File: src/logic/scp_cfg.svh
// constants for the system clock, reset and power control block
// assumes byte offsets on an 8-bit register address, 32-bit data
`ifndef SCP_CFG_SVH
`define SCP_CFG_SVH
// register byte offsets
`define SCP_OFF_CLK_CFG 8'h00
`define SCP_OFF_PWM_CFG 8'h04
`define SCP_OFF_SLEEP 8'h08
`define SCP_OFF_GATING 8'h0c
`define SCP_OFF_RUN_EN 8'h10
`define SCP_OFF_SLP_EN 8'h14
`define SCP_OFF_DSLP_EN 8'h18
`define SCP_OFF_PRST 8'h1c
`define SCP_OFF_RAW_IRQ 8'h20
`define SCP_OFF_IRQ_MASK 8'h24
`define SCP_OFF_MSK_IRQ 8'h28
`define SCP_OFF_RST_CAUSE 8'h2c
`define SCP_OFF_RST_CFG 8'h30
`define SCP_OFF_LDO 8'h34
`define SCP_OFF_ADC 8'h38
`define SCP_OFF_CAP_MEM 8'h3c
`define SCP_OFF_CAP_PER 8'h40
`define SCP_OFF_CAP_PIN 8'h44
`define SCP_OFF_CLK_STAT 8'h48
// clock config field positions
`define SCP_CC_OSC_LSB 0
`define SCP_CC_PLL_BIT 2
`define SCP_CC_EXT_BIT 3
`define SCP_CC_DIV_LSB 4
`define SCP_CC_XTAL_LSB 10
`define SCP_CC_IDIS_BIT 15
`define SCP_CC_MDIS_BIT 16
// reset values, and the top legal ldo code
`define SCP_CLK_CFG_RST 17'h00000
`define SCP_LDO_RST 4'h5
`define SCP_LDO_MAX 4'ha
`define SCP_ADC_RST 2'h0
`define SCP_RST_CFG_RST 2'h3
// oscillator pin indices
`define SCP_PIN_EXT 0
`define SCP_PIN_MAIN 1
`define SCP_PIN_INT 2
`define SCP_PIN_PLL 3
// event input indices
`define SCP_EV_PLL_LOCK 0
`define SCP_EV_CUR_LIM 1
`define SCP_EV_INT_FAIL 2
`define SCP_EV_MAIN_FAIL 3
`define SCP_EV_BROWNOUT 4
`define SCP_EV_LDO_LOW 5
`define SCP_EV_PLL_FAIL 6
`define SCP_EV_EXT_RST 7
`define SCP_EV_WDOG 8
`define SCP_EV_WAKE 9
`define SCP_NUM_EV 10
`define SCP_NUM_IRQ 7
// reset cause bits
`define SCP_RC_BROWNOUT 0
`define SCP_RC_LDO_LOW 1
`define SCP_RC_EXT 2
`define SCP_RC_SW 3
`define SCP_RC_WDOG 4
`define SCP_NUM_RC 5
// slowest crystal code allowed with the multiplier
`define SCP_XTAL_MIN_PLL 5'h04
`endif

File: src/logic/scp_pkg.sv
// types shared by the system clock, reset and power control block
// assumes nothing beyond a systemverilog compiler
package scp_pkg;
  // processor power mode
  typedef enum logic [1:0] {
    scp_run,
    scp_sleep,
    scp_deep
  } scp_mode_t;
  // oscillator source selection
  typedef enum logic [1:0] {
    osc_select_main,
    osc_select_internal,
    osc_select_internal_div4,
    osc_select_internal_low_rate
  } scp_osc_t;
endpackage : scp_pkg

File: src/logic/scp_top.sv
// system clock, reset and power control: clock source and divider,
// sleep modes, peripheral gating, resets, interrupts, ldo and adc rate
// assumes oscillator pins and event pins are asynchronous to clk,
// and that clk is much faster than any oscillator it samples
`timescale 1ns/10ps
`include "scp_cfg.svh"
module scp_top #(
  parameter int NPER = 8,
  parameter int LOW_DIV = 400,
  parameter logic [1:0] ADC_FASTEST = 2'h0,
  parameter logic [15:0] FLASH_KB = 16'h0080,
  parameter logic [15:0] SRAM_KB = 16'h0020,
  parameter logic [31:0] PERIPH_PRESENT = 32'h000000ff,
  parameter logic [31:0] PIN_PRESENT = 32'h0000ffff
) (
  input wire logic clk,
  input wire logic rst_b,
  input wire logic [7:0] addr,
  input wire logic [31:0] wdata,
  input wire logic wr,
  input wire logic rd,
  output logic [31:0] rdata,
  input wire logic [3:0] osc_pins,
  input wire logic [`SCP_NUM_EV-1:0] event_pins,
  output logic sys_tick,
  output logic cpu_clk_en,
  output logic [NPER-1:0] periph_clk_en,
  output logic [NPER-1:0] periph_rst,
  output logic pwm_tick,
  output logic multiplier_in_use,
  output logic [1:0] pll_ref_sel,
  output logic [4:0] crystal_freq_code,
  output logic main_osc_en,
  output logic internal_osc_en,
  output logic [3:0] ldo_code,
  output logic [1:0] adc_rate_select,
  output logic sys_irq,
  output logic chip_reset
);
  // software-visible state
  logic [16:0] clk_cfg_reg; // requested clock configuration
  logic [3:0] pwm_cfg_reg; // bit0 divide on, [3:1] power of two
  logic gating_reg; // automatic gating in sleep states
  logic [NPER-1:0] run_en_reg, slp_en_reg, dslp_en_reg;
  logic [`SCP_NUM_IRQ-1:0] raw_irq_reg, irq_mask_reg;
  logic [`SCP_NUM_RC-1:0] rst_cause_reg;
  logic [1:0] rst_cfg_reg; // brownout / ldo-low reset enables
  logic [3:0] ldo_reg;
  logic [1:0] adc_reg;
  scp_pkg::scp_mode_t mode_reg;
  // clock path state
  logic [3:0] osc_meta, osc_sync, osc_prev;
  logic [3:0] osc_edge; // one-cycle pulse per source rising edge
  logic [`SCP_NUM_EV-1:0] ev_meta, ev_sync, ev_prev, ev_rise;
  logic [1:0] int4_cnt_reg;
  logic [15:0] low_cnt_reg;
  logic int4_edge, low_edge;
  logic [1:0] act_osc_reg; // applied selection, only moves at a boundary
  logic act_pll_reg, act_ext_reg;
  logic [5:0] act_div_reg;
  logic [5:0] div_cnt_reg;
  logic src_edge;
  logic [1:0] want_osc;
  logic want_pll, want_ext;
  logic [5:0] want_div;
  logic [5:0] pwm_cnt_reg;
  logic [5:0] pwm_limit;
  logic tick_reg;

  // bring asynchronous pins into the clock domain
  always_ff @(posedge clk or negedge rst_b) begin
    if (!rst_b) begin
      osc_meta <= 4'h0;
      osc_sync <= 4'h0;
      ev_meta <= '0;
      ev_sync <= '0;
    end else begin
      osc_meta <= osc_pins;
      osc_sync <= osc_meta;
      ev_meta <= event_pins;
      ev_sync <= ev_meta;
    end
  end

  // edge history, read only after the second stage
  always_ff @(posedge clk or negedge rst_b) begin
    if (!rst_b) begin
      osc_prev <= 4'h0;
      ev_prev <= '0;
    end else begin
      osc_prev <= osc_sync;
      ev_prev <= ev_sync;
    end
  end

  // per-bit rising edge detection
  genvar gi;
  generate
    for (gi = 0; gi < 4; gi++) begin : g_osc_edge
      assign osc_edge[gi] = osc_sync[gi] & ~osc_prev[gi];
    end
    for (gi = 0; gi < `SCP_NUM_EV; gi++) begin : g_ev_edge
      assign ev_rise[gi] = ev_sync[gi] & ~ev_prev[gi];
    end
  endgenerate

  // internal oscillator prescalers; its rate itself is fixed
  always_ff @(posedge clk or negedge rst_b) begin
    if (!rst_b) begin
      int4_cnt_reg <= 2'h0;
      low_cnt_reg <= 16'h0000;
    end else if (osc_edge[`SCP_PIN_INT]) begin
      int4_cnt_reg <= int4_cnt_reg + 2'h1;
      if (low_cnt_reg == 16'(LOW_DIV - 1))
        low_cnt_reg <= 16'h0000;
      else
        low_cnt_reg <= low_cnt_reg + 16'h0001;
    end
  end
  assign int4_edge = osc_edge[`SCP_PIN_INT] && (int4_cnt_reg == 2'h3);
  assign low_edge = osc_edge[`SCP_PIN_INT] &&
                    (low_cnt_reg == 16'(LOW_DIV - 1));

  // requested source; deep sleep forces the bare crystal, no multiplier
  always_comb begin
    if (mode_reg == scp_pkg::scp_deep) begin
      want_osc = 2'(scp_pkg::osc_select_main);
      want_pll = 1'b0;
      want_ext = 1'b0;
      want_div = 6'h00;
    end else begin
      want_osc = clk_cfg_reg[`SCP_CC_OSC_LSB +: 2];
      want_pll = clk_cfg_reg[`SCP_CC_PLL_BIT];
      want_ext = clk_cfg_reg[`SCP_CC_EXT_BIT];
      want_div = clk_cfg_reg[`SCP_CC_DIV_LSB +: 6];
    end
  end

  // source edge mux over the six sources
  always_comb begin
    src_edge = 1'b0;
    if (act_pll_reg) begin
      src_edge = osc_edge[`SCP_PIN_PLL];
    end else begin
      case (scp_pkg::scp_osc_t'(act_osc_reg))
        scp_pkg::osc_select_main:
          src_edge = act_ext_reg ? osc_edge[`SCP_PIN_EXT] :
                                   osc_edge[`SCP_PIN_MAIN];
        scp_pkg::osc_select_internal: src_edge = osc_edge[`SCP_PIN_INT];
        scp_pkg::osc_select_internal_div4: src_edge = int4_edge;
        scp_pkg::osc_select_internal_low_rate: src_edge = low_edge;
        default: src_edge = 1'b0;
      endcase
    end
  end

  // divider; selection and divisor are taken only at a period boundary
  // so an old period always completes whole before the new one starts
  always_ff @(posedge clk or negedge rst_b) begin
    if (!rst_b) begin
      div_cnt_reg <= 6'h00;
      tick_reg <= 1'b0;
      act_osc_reg <= 2'h0;
      act_pll_reg <= 1'b0;
      act_ext_reg <= 1'b0;
      act_div_reg <= 6'h00;
    end else begin
      tick_reg <= 1'b0;
      if (src_edge) begin
        if (div_cnt_reg >= act_div_reg) begin
          div_cnt_reg <= 6'h00;
          tick_reg <= 1'b1;
          act_osc_reg <= want_osc;
          act_pll_reg <= want_pll;
          act_ext_reg <= want_ext;
          act_div_reg <= want_div;
        end else begin
          div_cnt_reg <= div_cnt_reg + 6'h01;
        end
      end
    end
  end
  assign sys_tick = tick_reg;

  // processor clock only in run mode
  assign cpu_clk_en = tick_reg && (mode_reg == scp_pkg::scp_run);

  // peripheral clock enables per power mode
  always_comb begin
    case (mode_reg)
      scp_pkg::scp_run: periph_clk_en = tick_reg ? run_en_reg : '0;
      scp_pkg::scp_sleep:
        periph_clk_en = !tick_reg ? '0 :
                        (gating_reg ? slp_en_reg : run_en_reg);
      scp_pkg::scp_deep:
        periph_clk_en = !tick_reg ? '0 :
                        (gating_reg ? dslp_en_reg : run_en_reg);
      default: periph_clk_en = '0;
    endcase
  end

  // pwm has its own divider behind the system tick
  assign pwm_limit = 6'((6'h02 << pwm_cfg_reg[3:1]) - 6'h01);
  always_ff @(posedge clk or negedge rst_b) begin
    if (!rst_b) begin
      pwm_cnt_reg <= 6'h00;
      pwm_tick <= 1'b0;
    end else begin
      pwm_tick <= 1'b0;
      if (tick_reg) begin
        if (!pwm_cfg_reg[0] || pwm_cnt_reg >= pwm_limit) begin
          pwm_cnt_reg <= 6'h00;
          pwm_tick <= 1'b1;
        end else begin
          pwm_cnt_reg <= pwm_cnt_reg + 6'h01;
        end
      end
    end
  end

  // power mode: software request in, an enabled interrupt or the wake pin out
  always_ff @(posedge clk or negedge rst_b) begin
    if (!rst_b) begin
      mode_reg <= scp_pkg::scp_run;
    end else begin
      case (mode_reg)
        scp_pkg::scp_run:
          if (wr && addr == `SCP_OFF_SLEEP && wdata[0])
            mode_reg <= wdata[1] ? scp_pkg::scp_deep : scp_pkg::scp_sleep;
        scp_pkg::scp_sleep, scp_pkg::scp_deep:
          if (sys_irq || ev_rise[`SCP_EV_WAKE])
            mode_reg <= scp_pkg::scp_run;
        default: mode_reg <= scp_pkg::scp_run;
      endcase
    end
  end

  // clock configuration; an in-use oscillator cannot be switched off
  always_ff @(posedge clk or negedge rst_b) begin
    if (!rst_b) begin
      clk_cfg_reg <= `SCP_CLK_CFG_RST;
      pwm_cfg_reg <= 4'h0;
    end else begin
      if (wr && addr == `SCP_OFF_CLK_CFG)
        clk_cfg_reg <= wdata[16:0];
      if (wr && addr == `SCP_OFF_PWM_CFG)
        pwm_cfg_reg <= wdata[3:0];
    end
  end

  // oscillator enables, guarded by what currently clocks the system
  always_ff @(posedge clk or negedge rst_b) begin
    if (!rst_b) begin
      main_osc_en <= 1'b1;
      internal_osc_en <= 1'b1;
    end else begin
      main_osc_en <= !clk_cfg_reg[`SCP_CC_MDIS_BIT] ||
                     (act_osc_reg == 2'(scp_pkg::osc_select_main));
      internal_osc_en <= !clk_cfg_reg[`SCP_CC_IDIS_BIT] ||
                         (act_osc_reg != 2'(scp_pkg::osc_select_main));
    end
  end

  // multiplier in use follows the applied selection; reference and crystal code follow the requested word
  always_ff @(posedge clk or negedge rst_b) begin
    if (!rst_b) begin
      multiplier_in_use <= 1'b0;
      pll_ref_sel <= 2'h0;
      crystal_freq_code <= 5'h00;
    end else begin
      multiplier_in_use <= act_pll_reg;
      pll_ref_sel <= clk_cfg_reg[`SCP_CC_OSC_LSB +: 2];
      crystal_freq_code <= clk_cfg_reg[`SCP_CC_XTAL_LSB +: 5];
    end
  end

  // peripheral enable sets and one-cycle peripheral resets
  always_ff @(posedge clk or negedge rst_b) begin
    if (!rst_b) begin
      run_en_reg <= '0;
      slp_en_reg <= '0;
      dslp_en_reg <= '0;
      gating_reg <= 1'b0;
      periph_rst <= '0;
    end else begin
      periph_rst <= '0;
      if (wr && addr == `SCP_OFF_RUN_EN) run_en_reg <= wdata[NPER-1:0];
      if (wr && addr == `SCP_OFF_SLP_EN) slp_en_reg <= wdata[NPER-1:0];
      if (wr && addr == `SCP_OFF_DSLP_EN) dslp_en_reg <= wdata[NPER-1:0];
      if (wr && addr == `SCP_OFF_GATING) gating_reg <= wdata[0];
      if (wr && addr == `SCP_OFF_PRST) periph_rst <= wdata[NPER-1:0];
    end
  end

  // interrupt status; a new event beats a clear in the same cycle
  always_ff @(posedge clk or negedge rst_b) begin
    if (!rst_b) begin
      raw_irq_reg <= '0;
      irq_mask_reg <= '0;
    end else begin
      if (wr && addr == `SCP_OFF_IRQ_MASK)
        irq_mask_reg <= wdata[`SCP_NUM_IRQ-1:0];
      if (wr && addr == `SCP_OFF_RAW_IRQ)
        raw_irq_reg <= (raw_irq_reg & ~wdata[`SCP_NUM_IRQ-1:0]) |
                       ev_rise[`SCP_NUM_IRQ-1:0];
      else
        raw_irq_reg <= raw_irq_reg | ev_rise[`SCP_NUM_IRQ-1:0];
    end
  end
  assign sys_irq = |(raw_irq_reg & irq_mask_reg);

  // reset requests and their recorded cause
  logic [`SCP_NUM_RC-1:0] rc_set;
  always_comb begin
    rc_set = '0;
    rc_set[`SCP_RC_BROWNOUT] = ev_rise[`SCP_EV_BROWNOUT] & rst_cfg_reg[0];
    rc_set[`SCP_RC_LDO_LOW] = ev_rise[`SCP_EV_LDO_LOW] & rst_cfg_reg[1];
    rc_set[`SCP_RC_EXT] = ev_rise[`SCP_EV_EXT_RST];
    rc_set[`SCP_RC_SW] = wr && addr == `SCP_OFF_RST_CFG && wdata[2];
    rc_set[`SCP_RC_WDOG] = ev_rise[`SCP_EV_WDOG];
  end
  always_ff @(posedge clk or negedge rst_b) begin
    if (!rst_b) begin
      rst_cause_reg <= '0;
      rst_cfg_reg <= `SCP_RST_CFG_RST;
      chip_reset <= 1'b0;
    end else begin
      chip_reset <= |rc_set;
      if (wr && addr == `SCP_OFF_RST_CFG)
        rst_cfg_reg <= wdata[1:0];
      if (wr && addr == `SCP_OFF_RST_CAUSE)
        rst_cause_reg <= (rst_cause_reg & ~wdata[`SCP_NUM_RC-1:0]) |
                         rc_set;
      else
        rst_cause_reg <= rst_cause_reg | rc_set;
    end
  end

  // ldo level and adc rate; out-of-range levels are ignored
  always_ff @(posedge clk or negedge rst_b) begin
    if (!rst_b) begin
      ldo_reg <= `SCP_LDO_RST;
      adc_reg <= `SCP_ADC_RST;
    end else begin
      if (wr && addr == `SCP_OFF_LDO && wdata[3:0] <= `SCP_LDO_MAX)
        ldo_reg <= wdata[3:0];
      if (wr && addr == `SCP_OFF_ADC)
        adc_reg <= (wdata[1:0] < ADC_FASTEST) ? ADC_FASTEST : wdata[1:0];
    end
  end
  assign ldo_code = ldo_reg;
  assign adc_rate_select = adc_reg;

  // read mux; data stand only in the cycle after the strobe
  logic [31:0] rd_val;
  always_comb begin
    rd_val = 32'h00000000;
    case (addr)
      `SCP_OFF_CLK_CFG: rd_val = {15'h0000, clk_cfg_reg};
      `SCP_OFF_PWM_CFG: rd_val = {28'h0000000, pwm_cfg_reg};
      `SCP_OFF_SLEEP: rd_val = {30'h00000000, mode_reg};
      `SCP_OFF_GATING: rd_val = {31'h00000000, gating_reg};
      `SCP_OFF_RUN_EN: rd_val = 32'(run_en_reg);
      `SCP_OFF_SLP_EN: rd_val = 32'(slp_en_reg);
      `SCP_OFF_DSLP_EN: rd_val = 32'(dslp_en_reg);
      `SCP_OFF_RAW_IRQ: rd_val = 32'(raw_irq_reg);
      `SCP_OFF_IRQ_MASK: rd_val = 32'(irq_mask_reg);
      `SCP_OFF_MSK_IRQ: rd_val = 32'(raw_irq_reg & irq_mask_reg);
      `SCP_OFF_RST_CAUSE: rd_val = 32'(rst_cause_reg);
      `SCP_OFF_RST_CFG: rd_val = {30'h00000000, rst_cfg_reg};
      `SCP_OFF_LDO: rd_val = {28'h0000000, ldo_reg};
      `SCP_OFF_ADC: rd_val = {30'h00000000, adc_reg};
      `SCP_OFF_CAP_MEM: rd_val = {SRAM_KB, FLASH_KB};
      `SCP_OFF_CAP_PER: rd_val = PERIPH_PRESENT;
      `SCP_OFF_CAP_PIN: rd_val = PIN_PRESENT;
      `SCP_OFF_CLK_STAT:
        rd_val = {20'h00000, act_div_reg, main_osc_en, internal_osc_en,
                  act_ext_reg, act_pll_reg, act_osc_reg};
      default: rd_val = 32'h00000000;
    endcase
  end

  // registered read data, zero when no read was made
  always_ff @(posedge clk or negedge rst_b) begin
    if (!rst_b)
      rdata <= 32'h00000000;
    else
      rdata <= rd ? rd_val : 32'h00000000;
  end
endmodule : scp_top

File: config.mk
export PLATFORM = sky130hd
export DESIGN_NAME = scp_top
export DESIGN_NICKNAME = d
export VERILOG_FILES = /design/src/logic/scp_pkg.sv /design/src/logic/scp_top.sv
export VERILOG_INCLUDE_DIRS = /design/src /design/src/logic
export SDC_FILE = /design/constraint.sdc
export NUM_CORES = 1
export LEC_CHECK = 0
export ABC_CLOCK_PERIOD_IN_PS = 3370
export BUFFER_PORTS_ARGS = -buffer_cell sky130_fd_sc_hd__buf_2
export CAP_MARGIN = 15
export CORE_MARGIN = 10
export CORE_UTILIZATION = 59
export CTS_BUF_LIST = sky130_fd_sc_hd__clkbuf_8
export CTS_CLUSTER_DIAMETER = 120
export CTS_CLUSTER_SIZE = 12
export DETAILED_ROUTE_END_ITERATION = 10
export PLACE_DENSITY = 0.8
export SLEW_MARGIN = 20
export SYNTH_ARGS = -nofsm -noshare
export SYNTH_HDL_FRONTEND = slang
export SYNTH_SLANG_ARGS = --single-unit
export TNS_END_PERCENT = 50
File: constraint.sdc
create_clock -name clk -period 3.37 [get_ports clk]
set_input_delay 0.8425 -clock clk [delete_from_list [all_inputs] [get_ports clk]]
set_output_delay 0.8425 -clock clk [all_outputs]
set_load 0.02 [all_outputs]
==> flow_metrics.env <==
export IMPL_cap_viol_max_count=0
export IMPL_synth_edf_count=0
export IMPL_period_minus_slack_ns=3.07
export IMPL_synth_seq_area_share_pct=55.4
export IMPL_numCtsBuffers=17
export IMPL_htreeDepth=4
export IMPL_syn_avg_cell_area_sq_um=11.4
export IMPL_grt_usage_pct=21.3
export IMPL_synth_seq_cells=196
export IMPL_grt_pass1_wl_um=34500
export IMPL_place_congestion=0.940
export IMPL_slew_headroom_pct=45.9
export IMPL_grt_pass1_vias=6600
export IMPL_io_pins=127
export IMPL_clock_sinks=196
export IMPL_drt_iter0_drc=470
export IMPL_root_buffer="clkbuf_8"
export IMPL_ctsHoldBuffers=0
export IMPL_largest_reg_flops=18
export IMPL_grt_ovfl_total=0
export IMPL_clkTransAtPathRegs_ns=0.11
export IMPL_hold_slack_ns=0.343
export IMPL_slew_violations=0
export IMPL_cts_setup_buffers=0
export IMPL_rows=44
export IMPL_setup_viol=0
export IMPL_synth_cell_type_count=71
export IMPL_drc=0
export IMPL_wire_per_inst_um=19.8
export IMPL_yosysTopAreaCell="dfrtp_1"
export IMPL_p_leak_nw=4.76
export IMPL_hp_class="reg2reg"
export IMPL_hold_viol=0
export IMPL_worstSkewPairLatency_ns=0.47
export IMPL_synth_area_leaders="dfrtp_1, mux2_2, nand2_1, ha_1, o21ai_0"
export IMPL_max_freq_ghz=0.326
export IMPL_whs_path_depth=0
export IMPL_crit_type="reg2out"
export IMPL_routed_wl_um=21200
export IMPL_cts_tree="done"
export IMPL_place_inst=1038
export IMPL_p_per_area_mw_per_mm2=514
export IMPL_met3_usage_pct=5.70
export IMPL_fin_tns_setup_ns=0
export IMPL_drt_vias_per_instance=6.00
export IMPL_antenna_found_initial=1
export IMPL_fin_ws_ns=0.301
export IMPL_syn_area_sq_mm=0.00887
export IMPL_drtAntennaViolNets=0
export IMPL_dp_slack_ns=0.409
export IMPL_die_x_um=143
export IMPL_cp_required_ns=2.53
export IMPL_ys_flop_type="dfrtp_1"
export IMPL_fin_area_sq_mm=0.00991
export IMPL_crit_fanout=9
export IMPL_async_reset_ff_share_pct=100
export IMPL_yosys_cell_count_top_type="dfrtp_1"
export IMPL_clock_path_buffers=2
export IMPL_rsz0062_at_grt="false"
export IMPL_end_kind="primary output"
export IMPL_synth_top_area_share_pct=53.6
export IMPL_grt_util_met2_pct=34.2
export IMPL_die_h_um=143
export IMPL_io_buffers=97
export IMPL_grt_max_degree=69
export IMPL_nNetsFinal=951
export IMPL_max_vdd_ir_drop_mv=0.462
export IMPL_coreArea_sq_mm=0.0146
export IMPL_yosys_warnings=0
export IMPL_period_share_pct=91.1
export IMPL_start_util_pct=60.6
export IMPL_post_dp_cell_area_sq_mm=0.00950
export IMPL_dieArea_sq_mm=0.0203
export IMPL_critPathLaunchType="flop"
export IMPL_worstPathArrival_ns=2.23
export IMPL_vias=6425
export IMPL_dp_hpwl_um=15500
export IMPL_finalClockSkew_ns=0.0233
export IMPL_status="finished, final reports clean"
export IMPL_syn_instance_count=777
export IMPL_drive_above_1_share_pct=26.0
export IMPL_ys_top_cells_by_count="dfrtp_1, nand2_1, o21ai_0, mux2_2, nor2_1"
export IMPL_synthToLayoutAreaGrowth_pct=11.8
export IMPL_final_cell_count_no_fill=1071
export IMPL_worst_pin_slew_ns=0.805
export IMPL_grt_busiest_layer="met2"
export IMPL_ff2ff_path_depth=11
export IMPL_use_met1_pct=27.8
export IMPL_first_pass_iters=5
==> layout by cell type (no fill, tap or decap), types with 3 or more instances in the layout <==
| cell | n |
|---|---|
| xnor2_1 | 10 |
| o31ai_1 | 5 |
| dfstp_2 | 6 |
| o21ai_0 | 50 |
| a221oi_1 | 3 |
| ha_1 | 19 |
| a22oi_1 | 19 |
| a32oi_1 | 8 |
| o22ai_1 | 3 |
| nor3b_1 | 3 |
| a31oi_1 | 7 |
| xor2_1 | 4 |
| dfrtp_1 | 190 |
| inv_1 | 25 |
| mux2_4 | 10 |
| or3_1 | 3 |
| nand2_1 | 69 |
| buf_2 | 96 |
| nor2b_1 | 10 |
| nand4_1 | 6 |
| a21oi_1 | 24 |
| conb_1 | 14 |
| mux2i_1 | 11 |
| mux2_2 | 49 |
| buf_4 | 14 |
| a21boi_0 | 4 |
| nor3_1 | 6 |
| and3_1 | 12 |
| nand3_1 | 29 |
| nand2b_1 | 18 |
| o21a_1 | 3 |
| nor2_1 | 40 |
| clkbuf_8 | 19 |
| a22o_1 | 18 |
| o21ai_1 | 4 |
| and2_1 | 14 |
| a21o_1 | 5 |
| inv_6 | 7 |
==> cells by family after synthesis <==
logic type	after synthesis	synth area share (%)
simple gates	237	14.6
mux	72	9.66
other cells	1	0.0423
compound gates	163	12.0
flops	196	55.4
fa+ha+maj	20	2.82
buf+inv	74	4.16
xor+xnor	14	1.38
==> path summary, 6_finish.rpt <==
| path | startpoint | endpoint | slack [ns] |
|---|---|---|---|
| setup / recovery | mode_reg[1] | periph_clk_en[4] | 0.30 |
| max in group asynchronous | rst_b | rst_cfg_reg[1] | 2.21 |
| hold / removal | ev_meta[2] | ev_sync[2] | 0.34 |
| setup reg to reg | pwm_cfg_reg[2] | pwm_cnt_reg[4] | 0.37 |
| hold reg to reg | ev_meta[2] | ev_sync[2] | 0.34 |
| min in group asynchronous | rst_b | ev_meta[0] | 0.35 |
==> repair_timing <==
item | 4_1_cts | 5_1_grt
endpoints found under the hold margin | 0 | 0
resized for setup | 0 | 1
setup endpoints to repair | 0 | 2
==> cell type report <==
cell class | count | area (sq um)
well taps | 184 | 230
fillers | 1094 | 4730
diodes | 1 | 2.50
repair buffers | 112 | 619
flip-flops and latches | 196 | 4910
clock inverters | 14 | 164
inverters | 26 | 97.6
multi-input cells | 520 | 3640
clock buffers | 18 | 248
==> per-stage QoR <==
step | utilization [%] | total power, mW
detailed placement | 64.8 | 3.58
floorplan | - | 3.26
CTS | 67.7 | 5.11
finish | 67.7 | 5.09
global placement | 64.8 | 3.53
global route | 67.7 | 5.34
==> critical path, stage by stage (launching register included) <==
cell,delay (ns)
dfrtp_1,0.45
inv_1,0.14
ha_2,0.31
nor2_1,0.07
nor2_1,0.09
o21a_1,0.29
a22oi_1,0.15
nor2_1,0.10
buf_2,0.17
==> power breakdown <==
| part | switching [mW] | leakage (nW) | total [mW] | internal, mW |
|---|---|---|---|---|
| sequential | 0.173 | 2.54 | 2.69 | 2.52 |
| combinational | 0.546 | 2.01 | 0.857 | 0.311 |
| clock | 0.845 | 0.208 | 1.55 | 0.701 |
==> per-layer routing <==
layer,vias up,share of wire (%)
met1,3252,43
met3,30,7.4
met5,-,0.052
li1,2925,-
met2,216,48
met4,2,1.6
No activity file was read; power rests on OpenSTA's default activity.
